===== config.mk =====
export PLATFORM = sky130hd
export DESIGN_NAME = sensor_config_otp_ecc_regs
export DESIGN_NICKNAME = d
export VERILOG_FILES = /design/src/inc/sensor_cfg_pkg.sv /design/src/hw/sensor_config_otp_ecc_regs.sv /design/src/hw/uart_frame_seq.sv
export SDC_FILE = /design/constraint.sdc
export NUM_CORES = 1
export LEC_CHECK = 0
export BUFFER_PORTS_ARGS = -buffer_cell sky130_fd_sc_hd__buf_2
export CAP_MARGIN = 0
export CORE_ASPECT_RATIO = 1.4
export CORE_UTILIZATION = 50
export CTS_CLUSTER_DIAMETER = 50
export DETAILED_ROUTE_END_ITERATION = 16
export PLACE_DENSITY = 0.78
export SLEW_MARGIN = 20
export SYNTH_ARGS = -nofsm -noshare
export SYNTH_HDL_FRONTEND = slang
export SYNTH_HIERARCHICAL = 1
export SYNTH_SLANG_ARGS = --single-unit

===== constraint.sdc =====
create_clock -name clk_sys -period 3.1 [get_ports clk_sys]
set_input_delay 0.62 -clock clk_sys [delete_from_list [all_inputs] [get_ports clk_sys]]
set_output_delay 0.62 -clock clk_sys [all_outputs]
set_load 0.01 [all_outputs]

===== src/inc/sensor_cfg_pkg.sv =====
/*
 Constants, field positions and carrier types of the sensor
 configuration register bank.
 Assumes one clock domain and a byte-level receiver/transmitter
 outside that deframes the single-wire UART.
*/
// Notes on behaviour
// Memory control register bits 0..1 show the memory controller state.
// Writing one to control bit 2 reloads shadow registers from fuses.
// Writing one to control bit 3 burns current settings into fuses.
// Control bit 6 selects tightened guard-band margins for fuse reads.
// Output config bit 3 picks low (0) or high (1) common-mode level.
// Output config bit 5: inverted cosine (0) or cosine reference (1).
// Output config bit 6: inverted sine (0) or sine reference (1).
// Output config bit 7 inverts the sign of both channels.
// Gain config bit 0 enables diagnostic mode; default communication mode.
// Gain config bits 1..5 hold the five-bit sensitivity code.
// Three writable tracking bytes, reset zero, burnable, no other effect.
// Error-correction config bits 0..6 hold the host's reference checksum.
// Error-correction config bit 7 enables checking of customer area.
// A 7-bit checksum of current settings reads back in checksum reg.
// Status bit 0 shows the enable bit after error correction.
// Error code reads zero when bytes are correct or checking is off.
// A single-bit error is corrected and reported with its own code.
// Two or more bad bits: no correction, major-error code reported; the code takes three bad bits for a single error.
// Diagnostic mode after power-on drives shared pin low on error.
// Access is sync 0x55, rw plus address, then two data frames.
// Unassigned config bits read zero and writes to them do nothing.
// Single error uses code 1, multiple error code 2, code 3 unused.
// State field read-only; load and burn bits self-clear when done.
package sensor_cfg_pkg;

   localparam int unsigned ADDR_W = 7;
   localparam int unsigned DATA_W = 8;
   localparam int unsigned CHK_W  = 7;
   localparam int unsigned ECC_D_W = 41;

   localparam logic [6:0] OFS_OTP_CONTROL   = 7'h03;
   localparam logic [6:0] OFS_OUTPUT_CONFIG = 7'h16;
   localparam logic [6:0] OFS_GAIN_DIAG     = 7'h17;
   localparam logic [6:0] OFS_TAG_0         = 7'h18;
   localparam logic [6:0] OFS_TAG_1         = 7'h19;
   localparam logic [6:0] OFS_TAG_2         = 7'h1a;
   localparam logic [6:0] OFS_ECC_CONFIG    = 7'h1b;
   localparam logic [6:0] OFS_CHECKSUM      = 7'h50;
   localparam logic [6:0] OFS_ECC_STATUS    = 7'h51;

   localparam logic [7:0] REG_RESET = 8'h00;

   localparam int unsigned OTP_LOAD_BIT  = 2;
   localparam int unsigned OTP_BURN_BIT  = 3;
   localparam int unsigned OTP_GUARD_BIT = 6;

   localparam int unsigned OUT_CM_LEVEL_BIT = 3;
   localparam int unsigned OUT_COS_REF_BIT  = 5;
   localparam int unsigned OUT_SIN_REF_BIT  = 6;
   localparam int unsigned OUT_INVERT_BIT   = 7;
   localparam logic [7:0]  OUT_CONFIG_MASK  = 8'he8;

   localparam int unsigned GAIN_DIAG_BIT  = 0;
   localparam int unsigned GAIN_CODE_LSB  = 1;
   localparam int unsigned GAIN_CODE_W    = 5;
   localparam logic [7:0]  GAIN_CFG_MASK  = 8'h3f;

   localparam int unsigned ECC_EN_BIT = 7;

   localparam logic [1:0] OTP_ST_IDLE = 2'h0;
   localparam logic [1:0] OTP_ST_LOAD = 2'h1;
   localparam logic [1:0] OTP_ST_BURN = 2'h2;

   localparam logic [1:0] ECC_ERR_NONE   = 2'h0;
   localparam logic [1:0] ECC_ERR_SINGLE = 2'h1;
   localparam logic [1:0] ECC_ERR_MULTI  = 2'h2;

   localparam logic [7:0] SYNC_BYTE = 8'h55;
   localparam int unsigned RW_BIT   = 7;

   typedef struct packed {
      logic [7:0] ecc_config;
      logic [7:0] tag_2;
      logic [7:0] tag_1;
      logic [7:0] tag_0;
      logic [7:0] gain_diag;
      logic [7:0] output_cfg;
   } cust_cfg_t;

   typedef struct packed {
      logic       en;
      logic [6:0] addr;
      logic [7:0] data;
   } reg_wr_t;

   typedef struct packed {
      logic load;
      logic burn;
      logic guard_band;
   } otp_req_t;

endpackage


===== src/hw/sensor_config_otp_ecc_regs.sv =====
/*
 Configuration register bank with fuse memory control, checksum
 generation and single-error correction of the customer area.
 Assumes a fuse array controller that answers each load or burn
 request with a one-cycle otp_done, and an open-drain shared pin.
*/
`timescale 1ns/1ps
module sensor_config_otp_ecc_regs
   import sensor_cfg_pkg::*;
(
   input  wire logic         clk_sys,
   input  wire logic         rst_n,
   input  wire logic         rx_valid,
   input  wire logic [7:0]   rx_byte,
   input  wire logic         tx_ready,
   output logic              tx_valid,
   output logic [7:0]        tx_byte,
   output otp_req_t          otp_req,
   output cust_cfg_t         otp_burn_data,
   input  wire cust_cfg_t    otp_load_data,
   input  wire logic         otp_done,
   output logic              common_mode_select,
   output logic              cosine_ref_output_select,
   output logic              sine_ref_output_select,
   output logic              channel_sign_invert,
   output logic [4:0]        gain_code,
   output logic              diag_mode_active,
   output logic              diag_pin_o,
   output logic              diag_pin_oe
);

   typedef enum logic [1:0] {M_IDLE, M_LOAD, M_BURN} mem_state_t;

   mem_state_t  mem_q, mem_d;
   cust_cfg_t   cfg_q;
   logic        guard_q;
   logic        por_load_q;
   logic        diag_q;
   logic        otp_o_q;
   reg_wr_t     wr;
   logic [6:0]  rd_addr;
   logic [7:0]  rd_data;

   uart_frame_seq u_seq (
      .clk_sys  (clk_sys),
      .rst_n    (rst_n),
      .rx_valid (rx_valid && !diag_q),
      .rx_byte  (rx_byte),
      .tx_ready (tx_ready),
      .rd_data  (rd_data),
      .wr       (wr),
      .rd_addr  (rd_addr),
      .tx_valid (tx_valid),
      .tx_byte  (tx_byte)
   );

   // Hamming code over 47 positions plus overall parity bit
   function automatic logic [6:0] secded_calc(input logic [40:0] d);
      logic [6:0]  c;
      int unsigned k;
      c = '0;
      k = 0;
      for (int unsigned p = 1; p < 48; p++) begin
         if ((p & (p - 1)) != 0) begin
            for (int unsigned j = 0; j < 6; j++) begin
               if (p[j]) c[j] = c[j] ^ d[k];
            end
            k++;
         end
      end
      c[6] = (^d) ^ (^c[5:0]);
      return c;
   endfunction

   // Data bit that sits at Hamming position s, if any
   function automatic logic [40:0] flip_mask(input logic [5:0] s);
      logic [40:0] m;
      int unsigned k;
      m = '0;
      k = 0;
      for (int unsigned p = 1; p < 48; p++) begin
         if ((p & (p - 1)) != 0) begin
            if (p[5:0] == s) m[k] = 1'b1;
            k++;
         end
      end
      return m;
   endfunction

   // Write decode
   wire wr_ctrl  = wr.en && wr.addr == OFS_OTP_CONTROL;
   wire wr_out   = wr.en && wr.addr == OFS_OUTPUT_CONFIG;
   wire wr_gain  = wr.en && wr.addr == OFS_GAIN_DIAG;
   wire wr_tag0  = wr.en && wr.addr == OFS_TAG_0;
   wire wr_tag1  = wr.en && wr.addr == OFS_TAG_1;
   wire wr_tag2  = wr.en && wr.addr == OFS_TAG_2;
   wire wr_ecc   = wr.en && wr.addr == OFS_ECC_CONFIG;
   wire cmd_load = wr_ctrl && wr.data[OTP_LOAD_BIT];
   wire cmd_burn = wr_ctrl && wr.data[OTP_BURN_BIT];
   wire mem_fin  = mem_q != M_IDLE && otp_done;

   // Checksum and correction
   wire [40:0] ecc_data = {cfg_q.ecc_config[ECC_EN_BIT], cfg_q.tag_2,
                           cfg_q.tag_1, cfg_q.tag_0, cfg_q.gain_diag,
                           cfg_q.output_cfg};
   wire [6:0]  chk_calc  = secded_calc(ecc_data);
   wire [6:0]  chk_ref   = cfg_q.ecc_config[CHK_W-1:0];
   wire        ecc_on    = cfg_q.ecc_config[ECC_EN_BIT];
   wire [5:0]  syndrome  = chk_calc[5:0] ^ chk_ref[5:0];
   wire        par_bad   = (^ecc_data) ^ (^chk_ref);
   wire        err_one   = ecc_on && par_bad;
   wire        err_multi = ecc_on && !par_bad && syndrome != 6'h00;
   wire [40:0] fixed     = err_one ? ecc_data ^ flip_mask(syndrome)
                                   : ecc_data;
   wire [1:0]  ecc_err   = err_one   ? ECC_ERR_SINGLE :
                           err_multi ? ECC_ERR_MULTI  :
                                       ECC_ERR_NONE;
   wire        en_after  = fixed[40];
   wire [7:0]  status    = {5'h00, ecc_err, en_after};

   // Effective settings come from the corrected image
   wire [7:0]  out_eff  = fixed[7:0];
   wire [7:0]  gain_eff = fixed[15:8];

   // Read view
   wire [1:0]  mem_code = mem_q == M_LOAD ? OTP_ST_LOAD :
                          mem_q == M_BURN ? OTP_ST_BURN : OTP_ST_IDLE;
   wire [7:0]  ctrl_rd  = {1'b0, guard_q, 2'b00,
                           mem_q == M_BURN, mem_q == M_LOAD,
                           mem_code};

   always_comb begin
      unique case (rd_addr)
         OFS_OTP_CONTROL:   rd_data = ctrl_rd;
         OFS_OUTPUT_CONFIG: rd_data = cfg_q.output_cfg;
         OFS_GAIN_DIAG:     rd_data = cfg_q.gain_diag;
         OFS_TAG_0:         rd_data = cfg_q.tag_0;
         OFS_TAG_1:         rd_data = cfg_q.tag_1;
         OFS_TAG_2:         rd_data = cfg_q.tag_2;
         OFS_ECC_CONFIG:    rd_data = cfg_q.ecc_config;
         OFS_CHECKSUM:      rd_data = {1'b0, chk_calc};
         OFS_ECC_STATUS:    rd_data = status;
         default:           rd_data = REG_RESET;
      endcase
   end

   // Memory controller sequencing
   always_comb begin
      mem_d = mem_q;
      unique case (mem_q)
         M_IDLE: begin
            if (por_load_q || cmd_load) mem_d = M_LOAD;
            else if (cmd_burn) mem_d = M_BURN;
         end
         M_LOAD: if (otp_done) mem_d = M_IDLE;
         M_BURN: if (otp_done) mem_d = M_IDLE;
      endcase
   end

   always_ff @(posedge clk_sys or negedge rst_n) begin
      if (!rst_n) begin
         mem_q      <= M_IDLE;
         por_load_q <= 1'b1;
      end else begin
         mem_q <= mem_d;
         // Held through the power-on load so diag mode can latch from it
         if (mem_q == M_LOAD && otp_done) por_load_q <= 1'b0;
      end
   end

   // Guard-band level only changes while the controller is idle
   always_ff @(posedge clk_sys or negedge rst_n) begin
      if (!rst_n) begin
         guard_q <= 1'b0;
      end else if (wr_ctrl && mem_q == M_IDLE) begin
         guard_q <= wr.data[OTP_GUARD_BIT];
      end
   end

   // Shadow registers; a finished load overrides a host write
   always_ff @(posedge clk_sys or negedge rst_n) begin
      if (!rst_n) begin
         cfg_q <= '0;
      end else if (mem_q == M_LOAD && otp_done) begin
         cfg_q            <= otp_load_data;
         cfg_q.output_cfg <= otp_load_data.output_cfg & OUT_CONFIG_MASK;
         cfg_q.gain_diag  <= otp_load_data.gain_diag & GAIN_CFG_MASK;
      end else begin
         if (wr_out)  cfg_q.output_cfg <= wr.data & OUT_CONFIG_MASK;
         if (wr_gain) cfg_q.gain_diag  <= wr.data & GAIN_CFG_MASK;
         if (wr_tag0) cfg_q.tag_0      <= wr.data;
         if (wr_tag1) cfg_q.tag_1      <= wr.data;
         if (wr_tag2) cfg_q.tag_2      <= wr.data;
         if (wr_ecc)  cfg_q.ecc_config <= wr.data;
      end
   end

   // Diagnostic mode is latched only by the load that follows reset
   always_ff @(posedge clk_sys or negedge rst_n) begin
      if (!rst_n) begin
         diag_q <= 1'b0;
      end else if (mem_q == M_LOAD && otp_done && por_load_q) begin
         diag_q <= otp_load_data.gain_diag[GAIN_DIAG_BIT];
      end
   end

   always_ff @(posedge clk_sys or negedge rst_n) begin
      if (!rst_n) begin
         otp_o_q <= 1'b0;
      end else begin
         otp_o_q <= diag_q && ecc_err != ECC_ERR_NONE;
      end
   end

   // Note: a load that started from reset tracks por_load_q by holding it
   assign otp_req.load       = mem_q == M_LOAD;
   assign otp_req.burn       = mem_q == M_BURN;
   assign otp_req.guard_band = guard_q;
   assign otp_burn_data      = cfg_q;

   assign common_mode_select       = out_eff[OUT_CM_LEVEL_BIT];
   assign cosine_ref_output_select = out_eff[OUT_COS_REF_BIT];
   assign sine_ref_output_select   = out_eff[OUT_SIN_REF_BIT];
   assign channel_sign_invert      = out_eff[OUT_INVERT_BIT];
   assign gain_code = gain_eff[GAIN_CODE_LSB +: GAIN_CODE_W];
   assign diag_mode_active = diag_q;

   // Open drain: only ever pulls low, pull-up gives the ok level
   assign diag_pin_o  = 1'b0;
   assign diag_pin_oe = otp_o_q;

endmodule


===== src/hw/uart_frame_seq.sv =====
/*
 Four-frame access sequencer: sync, command with address, two data
 frames on two consecutive registers.
 Assumes received and transmitted bytes are already deframed and on
 clk_sys; the transmitter holds tx_ready low while busy.
*/
`timescale 1ns/1ps
module uart_frame_seq
   import sensor_cfg_pkg::*;
(
   input  wire logic         clk_sys,
   input  wire logic         rst_n,
   input  wire logic         rx_valid,
   input  wire logic [7:0]   rx_byte,
   input  wire logic         tx_ready,
   input  wire logic [7:0]   rd_data,
   output reg_wr_t           wr,
   output logic [6:0]        rd_addr,
   output logic              tx_valid,
   output logic [7:0]        tx_byte
);

   typedef enum logic [2:0] {
      S_SYNC, S_CMD, S_WDATA1, S_WDATA2, S_REPLY1, S_REPLY2
   } seq_state_t;

   seq_state_t  state_q, state_d;
   logic [6:0]  addr_q;
   logic [7:0]  tx_byte_q;
   reg_wr_t     wr_q;

   wire         sync_ok  = rx_valid && rx_byte == SYNC_BYTE;
   wire         is_read  = rx_byte[RW_BIT];
   wire         tx_taken = tx_valid && tx_ready;
   wire [6:0]   addr_nx  = addr_q + 7'h01;

   assign tx_valid = state_q == S_REPLY1 || state_q == S_REPLY2;
   assign tx_byte  = tx_byte_q;
   assign wr       = wr_q;
   // Command frame carries the address of the first reply byte
   assign rd_addr  = state_q == S_CMD ? rx_byte[6:0] : addr_nx;

   always_comb begin
      state_d = state_q;
      unique case (state_q)
         S_SYNC:   if (sync_ok) state_d = S_CMD;
         S_CMD:    if (rx_valid) state_d = is_read ? S_REPLY1 : S_WDATA1;
         S_WDATA1: if (rx_valid) state_d = S_WDATA2;
         S_WDATA2: if (rx_valid) state_d = S_SYNC;
         S_REPLY1: if (tx_taken) state_d = S_REPLY2;
         S_REPLY2: if (tx_taken) state_d = S_SYNC;
      endcase
   end

   always_ff @(posedge clk_sys or negedge rst_n) begin
      if (!rst_n) begin
         state_q   <= S_SYNC;
         addr_q    <= '0;
         tx_byte_q <= REG_RESET;
         wr_q      <= '0;
      end else begin
         state_q <= state_d;
         wr_q.en <= 1'b0;
         if (state_q == S_CMD && rx_valid) begin
            addr_q <= rx_byte[6:0];
            if (is_read) tx_byte_q <= rd_data;
         end
         if ((state_q == S_WDATA1 || state_q == S_WDATA2) && rx_valid) begin
            wr_q.en   <= 1'b1;
            wr_q.addr <= state_q == S_WDATA1 ? addr_q : addr_nx;
            wr_q.data <= rx_byte;
         end
         if (state_q == S_REPLY1 && tx_taken) tx_byte_q <= rd_data;
      end
   end

endmodule


## After elaboration in Yosys (flattened, before gate mapping)

Cells that the tools add are included.

| operators by class | value |
|---|---|
| mux-type cells | 90 |
| reduce and logical (&&, ||, !) cells | 44 |
| bitwise gates (word level) | 120 |
| equal/unequal tests | 72 |
| $add $sub $neg | 1 |

Operators with widths:

| operator | count |
|---|---|
| $mux W8 | 17 |
| $xor A1 B1 Y1 | 118 |
| $eq A5 B6 Y1 const A | 15 |
| $eq A6 B6 Y1 const A | 15 |
| $eq A7 B5 Y1 const B | 12 |
| $mux W41 | 2 |
| $pmux W8 S9 | 1 |
| $mux W48 | 1 |
| $eq A4 B6 Y1 const A | 7 |
| $mux W3 | 14 |
| $reduce_xor A41 Y1 | 1 |
| $xor A41 B41 Y41 | 1 |
| $mux W40 | 1 |
| $mux W39 | 1 |
| $mux W38 | 1 |
| $mux W37 | 1 |
| $mux W36 | 1 |
| $mux W35 | 1 |
| $mux W34 | 1 |
| $mux W33 | 1 |
| $mux W16 | 2 |
| $mux W32 | 1 |
| $mux W31 | 1 |
| $mux W30 | 1 |
| other kinds (53) | 110 |

| storage, ports and cells | value |
|---|---|
| register bits | 88 |
| output and inout port bits | 72 |

## Depth between registers and ports, before layout

| logic depth | value |
|---|---|
| depth after elaboration | 72 |
| gate-level depth with buffers | 13 |
| gate-level depth less buffers | 12 |

## Hierarchy

Netlist, hierarchy kept.

By module, submodules not included:

| module | cells an instance | instances | area an instance (sq um) |
|---|---|---|---|
| sensor_config_otp_ecc_regs | 435 | 1 | 4,105.2 |
| uart_frame_seq | 159 | 1 | 1,656.6 |

## Worst setup path after synthesis

No wires, ideal clock.

| path | value |
|---|---|
| path type | flip-flop to output port |
| from | register cfg_q, in the netlist otp_burn_data[39] |
| to | output gain_code[2] |
| required time | 2,480 ps |
| arrival time | 2,947 ps |
| slack | -467 ps |
| cell stages (with the launch flop) | 8 |
| path through | dfrtp_1 > xnor3_1 > xnor3_2 > xor2_2 > xnor3_1 > or3b_1 > a2111oi_2 > xor2_1 |

| between the ends | value |
|---|---|
| longest elaborated chain between the ends | 36 |
| elaborated cells between the ends (all ways) | 45 |

Ends and longest elaborated chain:

| what | line | text |
|---|---|---|
| start, declared | sensor_config_otp_ecc_regs.sv:35 | `cust_cfg_t cfg_q;` |
| start signal, assigned | sensor_config_otp_ecc_regs.sv:185 | `cfg_q <= otp_load_data;` |
| $xor A1 B1 Y1 (2 in a row) | sensor_config_otp_ecc_regs.sv:66 | `if (p[j]) c[j] = c[j] ^ d[k];` |
| $xor A6 B6 Y6 | sensor_config_otp_ecc_regs.sv:109 | `wire [5:0] syndrome = chk_calc[5:0] ^ chk_ref[5:0];` |
| $eq A5 B6 Y1 | sensor_config_otp_ecc_regs.sv:83 | `if (p[5:0] == s) m[k] = 1'b1;` |
| $mux W12 | sensor_config_otp_ecc_regs.sv:83 |  |
| $mux W13 | sensor_config_otp_ecc_regs.sv:83 |  |
| $mux W14 | sensor_config_otp_ecc_regs.sv:83 |  |
| $mux W15 | sensor_config_otp_ecc_regs.sv:83 |  |
| $mux W16 | sensor_config_otp_ecc_regs.sv:83 |  |
| [19 not listed] | - |  |
| $mux W36 | sensor_config_otp_ecc_regs.sv:83 |  |
| $mux W37 | sensor_config_otp_ecc_regs.sv:83 |  |
| $mux W38 | sensor_config_otp_ecc_regs.sv:83 |  |
| $mux W39 | sensor_config_otp_ecc_regs.sv:83 |  |
| $mux W40 | sensor_config_otp_ecc_regs.sv:83 |  |
| $mux W41 | sensor_config_otp_ecc_regs.sv:83 |  |
| $xor A41 B41 Y41 | sensor_config_otp_ecc_regs.sv:113 | `wire [40:0] fixed = err_one ? ecc_data ^ flip_mask(syndrome)` |
| $mux W41 * | sensor_config_otp_ecc_regs.sv:113 |  |
| end, declared | sensor_config_otp_ecc_regs.sv:26 | `output logic [4:0] gain_code,` |

Mark *: on every way between the ends. The rest lies on a longest branch, timed or not.

## Worst setup path in the final report

| path | value |
|---|---|
| from | register cfg_q, in the netlist otp_burn_data[27] |
| to | output gain_code[2] |

| between the ends | value |
|---|---|
| longest elaborated chain between the ends | 48 |
| elaborated cells between the ends (all ways) | 59 |

Ends and longest elaborated chain:

| what | line |
|---|---|
| $xor A1 B1 Y1 (14 in a row) | sensor_config_otp_ecc_regs.sv:66 |
| $xor A6 B6 Y6 | sensor_config_otp_ecc_regs.sv:109 |
| $eq A5 B6 Y1 | sensor_config_otp_ecc_regs.sv:83 |
| $mux W12 | sensor_config_otp_ecc_regs.sv:83 |
| $mux W13 | sensor_config_otp_ecc_regs.sv:83 |
| $mux W14 | sensor_config_otp_ecc_regs.sv:83 |
| $mux W15 | sensor_config_otp_ecc_regs.sv:83 |
| $mux W16 | sensor_config_otp_ecc_regs.sv:83 |
| [19 not listed] | - |
| $mux W36 | sensor_config_otp_ecc_regs.sv:83 |
| $mux W37 | sensor_config_otp_ecc_regs.sv:83 |
| $mux W38 | sensor_config_otp_ecc_regs.sv:83 |
| $mux W39 | sensor_config_otp_ecc_regs.sv:83 |
| $mux W40 | sensor_config_otp_ecc_regs.sv:83 |
| $mux W41 | sensor_config_otp_ecc_regs.sv:83 |
| $xor A41 B41 Y41 | sensor_config_otp_ecc_regs.sv:113 |
| $mux W41 * | sensor_config_otp_ecc_regs.sv:113 |

Marks and branches as above.

==> out/metrics.yaml <==
wl_per_cell_um: 20.8
fp.coreArea_um2: 11300
cts_buffers: 9
drv_slew: 0
clkLatencyLatePin_ns: 0.35
htreeDepth: 3
fmax_mhz: 264
tns_ns: -5.25
grt_antenna_before_repair: 0
cts_root_buffer: "clkbuf_16"
yosysMostFrequentCell: "nand2_1"
drt-initial-drc-count: 333
cts_tree: "done"
dp_hpwl_um: 15000
port_buffers: 119
start_util: 0.511
tightest_slew_ns: 0.837
synth-adder-area-share: 0.0109
status: "finished, violations left"
synth.cell_area_um2: 5760
drive_above_1_share: 0.385
crit_required_ns: 2.48
cp_max_fo: 4
routed_via_density: 5.70
post-synth-top-area-fraction: 0.352
grt_max_degree: 41
ys_seq_area_frac: 0.356
nets: 851
nFillCells: 934
fin_crit_ns: 3.79
path_clk_slew_ns: 0.06
dr.pass1.iters: 5
cts.sinks: 82
synth_common_cells: "nand2_1, dfrtp_1, mux2i_1"
final-seq-area_um2: 2060
grt_pass1_vias: 5554
finish.utilization: 0.685
yosysWarningCount: 6
synthMuxAreaShare: 0.124
fin_skew_ns: 0.00757
synthCells: 594
place.gp.congestion: 0.948
pre_cts_ws_ns: -0.328
cp.arrival_ns: 3.17
cp-start-kind: "register"
route.detailed.drc: 0
multiInputGateArea_um2: 3800
postSynthAreaPerCell_um2: 9.70
synth_top_area_cell: "dfrtp_1"
max-slew-margin-rel: 0.441
die-height_um: 129
synthXorXnorAreaFrac: 0.193
stdcell_area_um2: 7720
synth_seq_cells: 82
area_growth_pct: 34.0
ys.flop_type: "dfrtp_1"
synth_simple_gate_area_frac: 0.165
grt_overflow: 0
hold_viol_final: 0
setup_viol: 9
dieArea_um2: 12000
synthTopCellsByArea: "dfrtp_1, mux2i_1, xnor3_1"
grt_pass1_wl_um: 29500
vias: 5324
cp-end-kind: "output port"
ios: 133
ant_nets: 0
grtUsageTotal: 0.334
crit_type: "register to output port"
ys_async_sr_fraction: 1.00
ys_types: 65
hold_path_class: "input pin to async pin"
violations: "setup timing"
dieWidth_um: 92.7
rsz0062_at_grt: "yes"
routed_wl_um: 19400
drv_cap: 0
synth_compound_area_frac: 0.112
cts_buffer_depth: 2
synth_top_family_by_area: "XOR/XNOR gates"
row_count: 46
setup_slack_ns: -0.691
synth_edf_count: 0
place_area_um2: 7240
diodes: 0
fin_crit_sh: 1.22
[critical path: stages, from the launching register on]
cell	delay [ns]
dfrtp_1	0.38
xnor3_1	0.43
xnor3_1	0.47
xnor2_2	0.21
or3_1	0.34
a211o_1	0.35
a2111oi_4	0.34
xor2_1	0.17
buf_2	0.14
[cell type report]
| cell class | count | share of cell area |
|---|---|---|
| sequential | 82 | 0.267 |
| clock buffer | 12 | 0.0332 |
| clock inverter | 4 | 0.00648 |
| multi-input combinational | 469 | 0.493 |
| inverter | 11 | 0.00535 |
| tap | 144 | 0.0233 |
| timing repair buffer | 212 | 0.172 |
[sequential cells by signal (all words and copies together), names as in the netlist]
register	count
diag_pin_oe	1
diag_mode_active	1
u_seq/wr	16
u_seq/addr_q	7
u_seq/tx_byte	8
mem_q	2
por_load_q	1
u_seq/state_q	3
otp_burn_data	42
guard_q	1
[what timing repair did]
action | in CTS | in global routing
resized for setup | 10 | 21
pin swaps | 4 | 2
setup buffers | 0 | 2
endpoints found under the setup margin | 9 | 13
hold buffers | 0 | 0
cloned | 0 | 0
[final timing paths]
| check | startpoint | endpoint | slack (ns) | cells past startpoint |
|---|---|---|---|---|
| worst min-delay path | rst_n | u_seq/state_q[1] | 0.26 | 1 |
| worst max-delay path | otp_burn_data[27] | gain_code[2] | -0.69 | 8 |
| max in group asynchronous | rst_n | otp_burn_data[47] | 2.22 | 2 |
| worst max register to register | otp_burn_data[27] | u_seq/tx_byte[2] | 0.12 | 9 |
| min in group clk_sys | otp_load_data[36] | otp_burn_data[36] | 0.47 | 3 |
| worst min register to register | u_seq/wr[14] | u_seq/wr[14] | 0.50 | 2 |
[metrics by stage]
step / cells / hold slack, ns
detailed placement: 916 / 0.493
CTS: 932 / 0.271
floorplan: 600 / 0.324
global route: 934 / 0.293
global placement: 916 / 0.468
finish: 934 / 0.257
[cells in the final DEF, fill, tap and decap left out, drive strengths merged, types with 10 or more instances in the layout]
cell    synthesis  final
buf            18    212
nand2         104    104
dfrtp          81     81
mux2i          51     51
xnor2          46     46
o21ai          45     45
nor2           25     25
xor2           21     21
xnor3          21     21
mux2           18     18
a21oi          14     14
clkbuf         20     12
nand3          11     11
inv            10     10
[routing by layer]
layer	share of wire	global-route usage	up-vias
met3	0.053	0.0646	75
met1	0.36	0.346	2586
met5	0	0	-
met2	0.53	0.607	206
li1	-	-	2457
met4	0.062	0.228	0
[logic make-up after synthesis]
kind of cell	count (synthesis)
and+or+nand+nor	197
AOI/OAI and AO/OA	102
xor gates and xnor gates	89
DFF	82
muxes	69
buffers and inverters	49
adders and majority gates	5
other	1
Power is not shown: default switching activity piles up to over one toggle a cycle in this logic, so the estimate is an artifact.
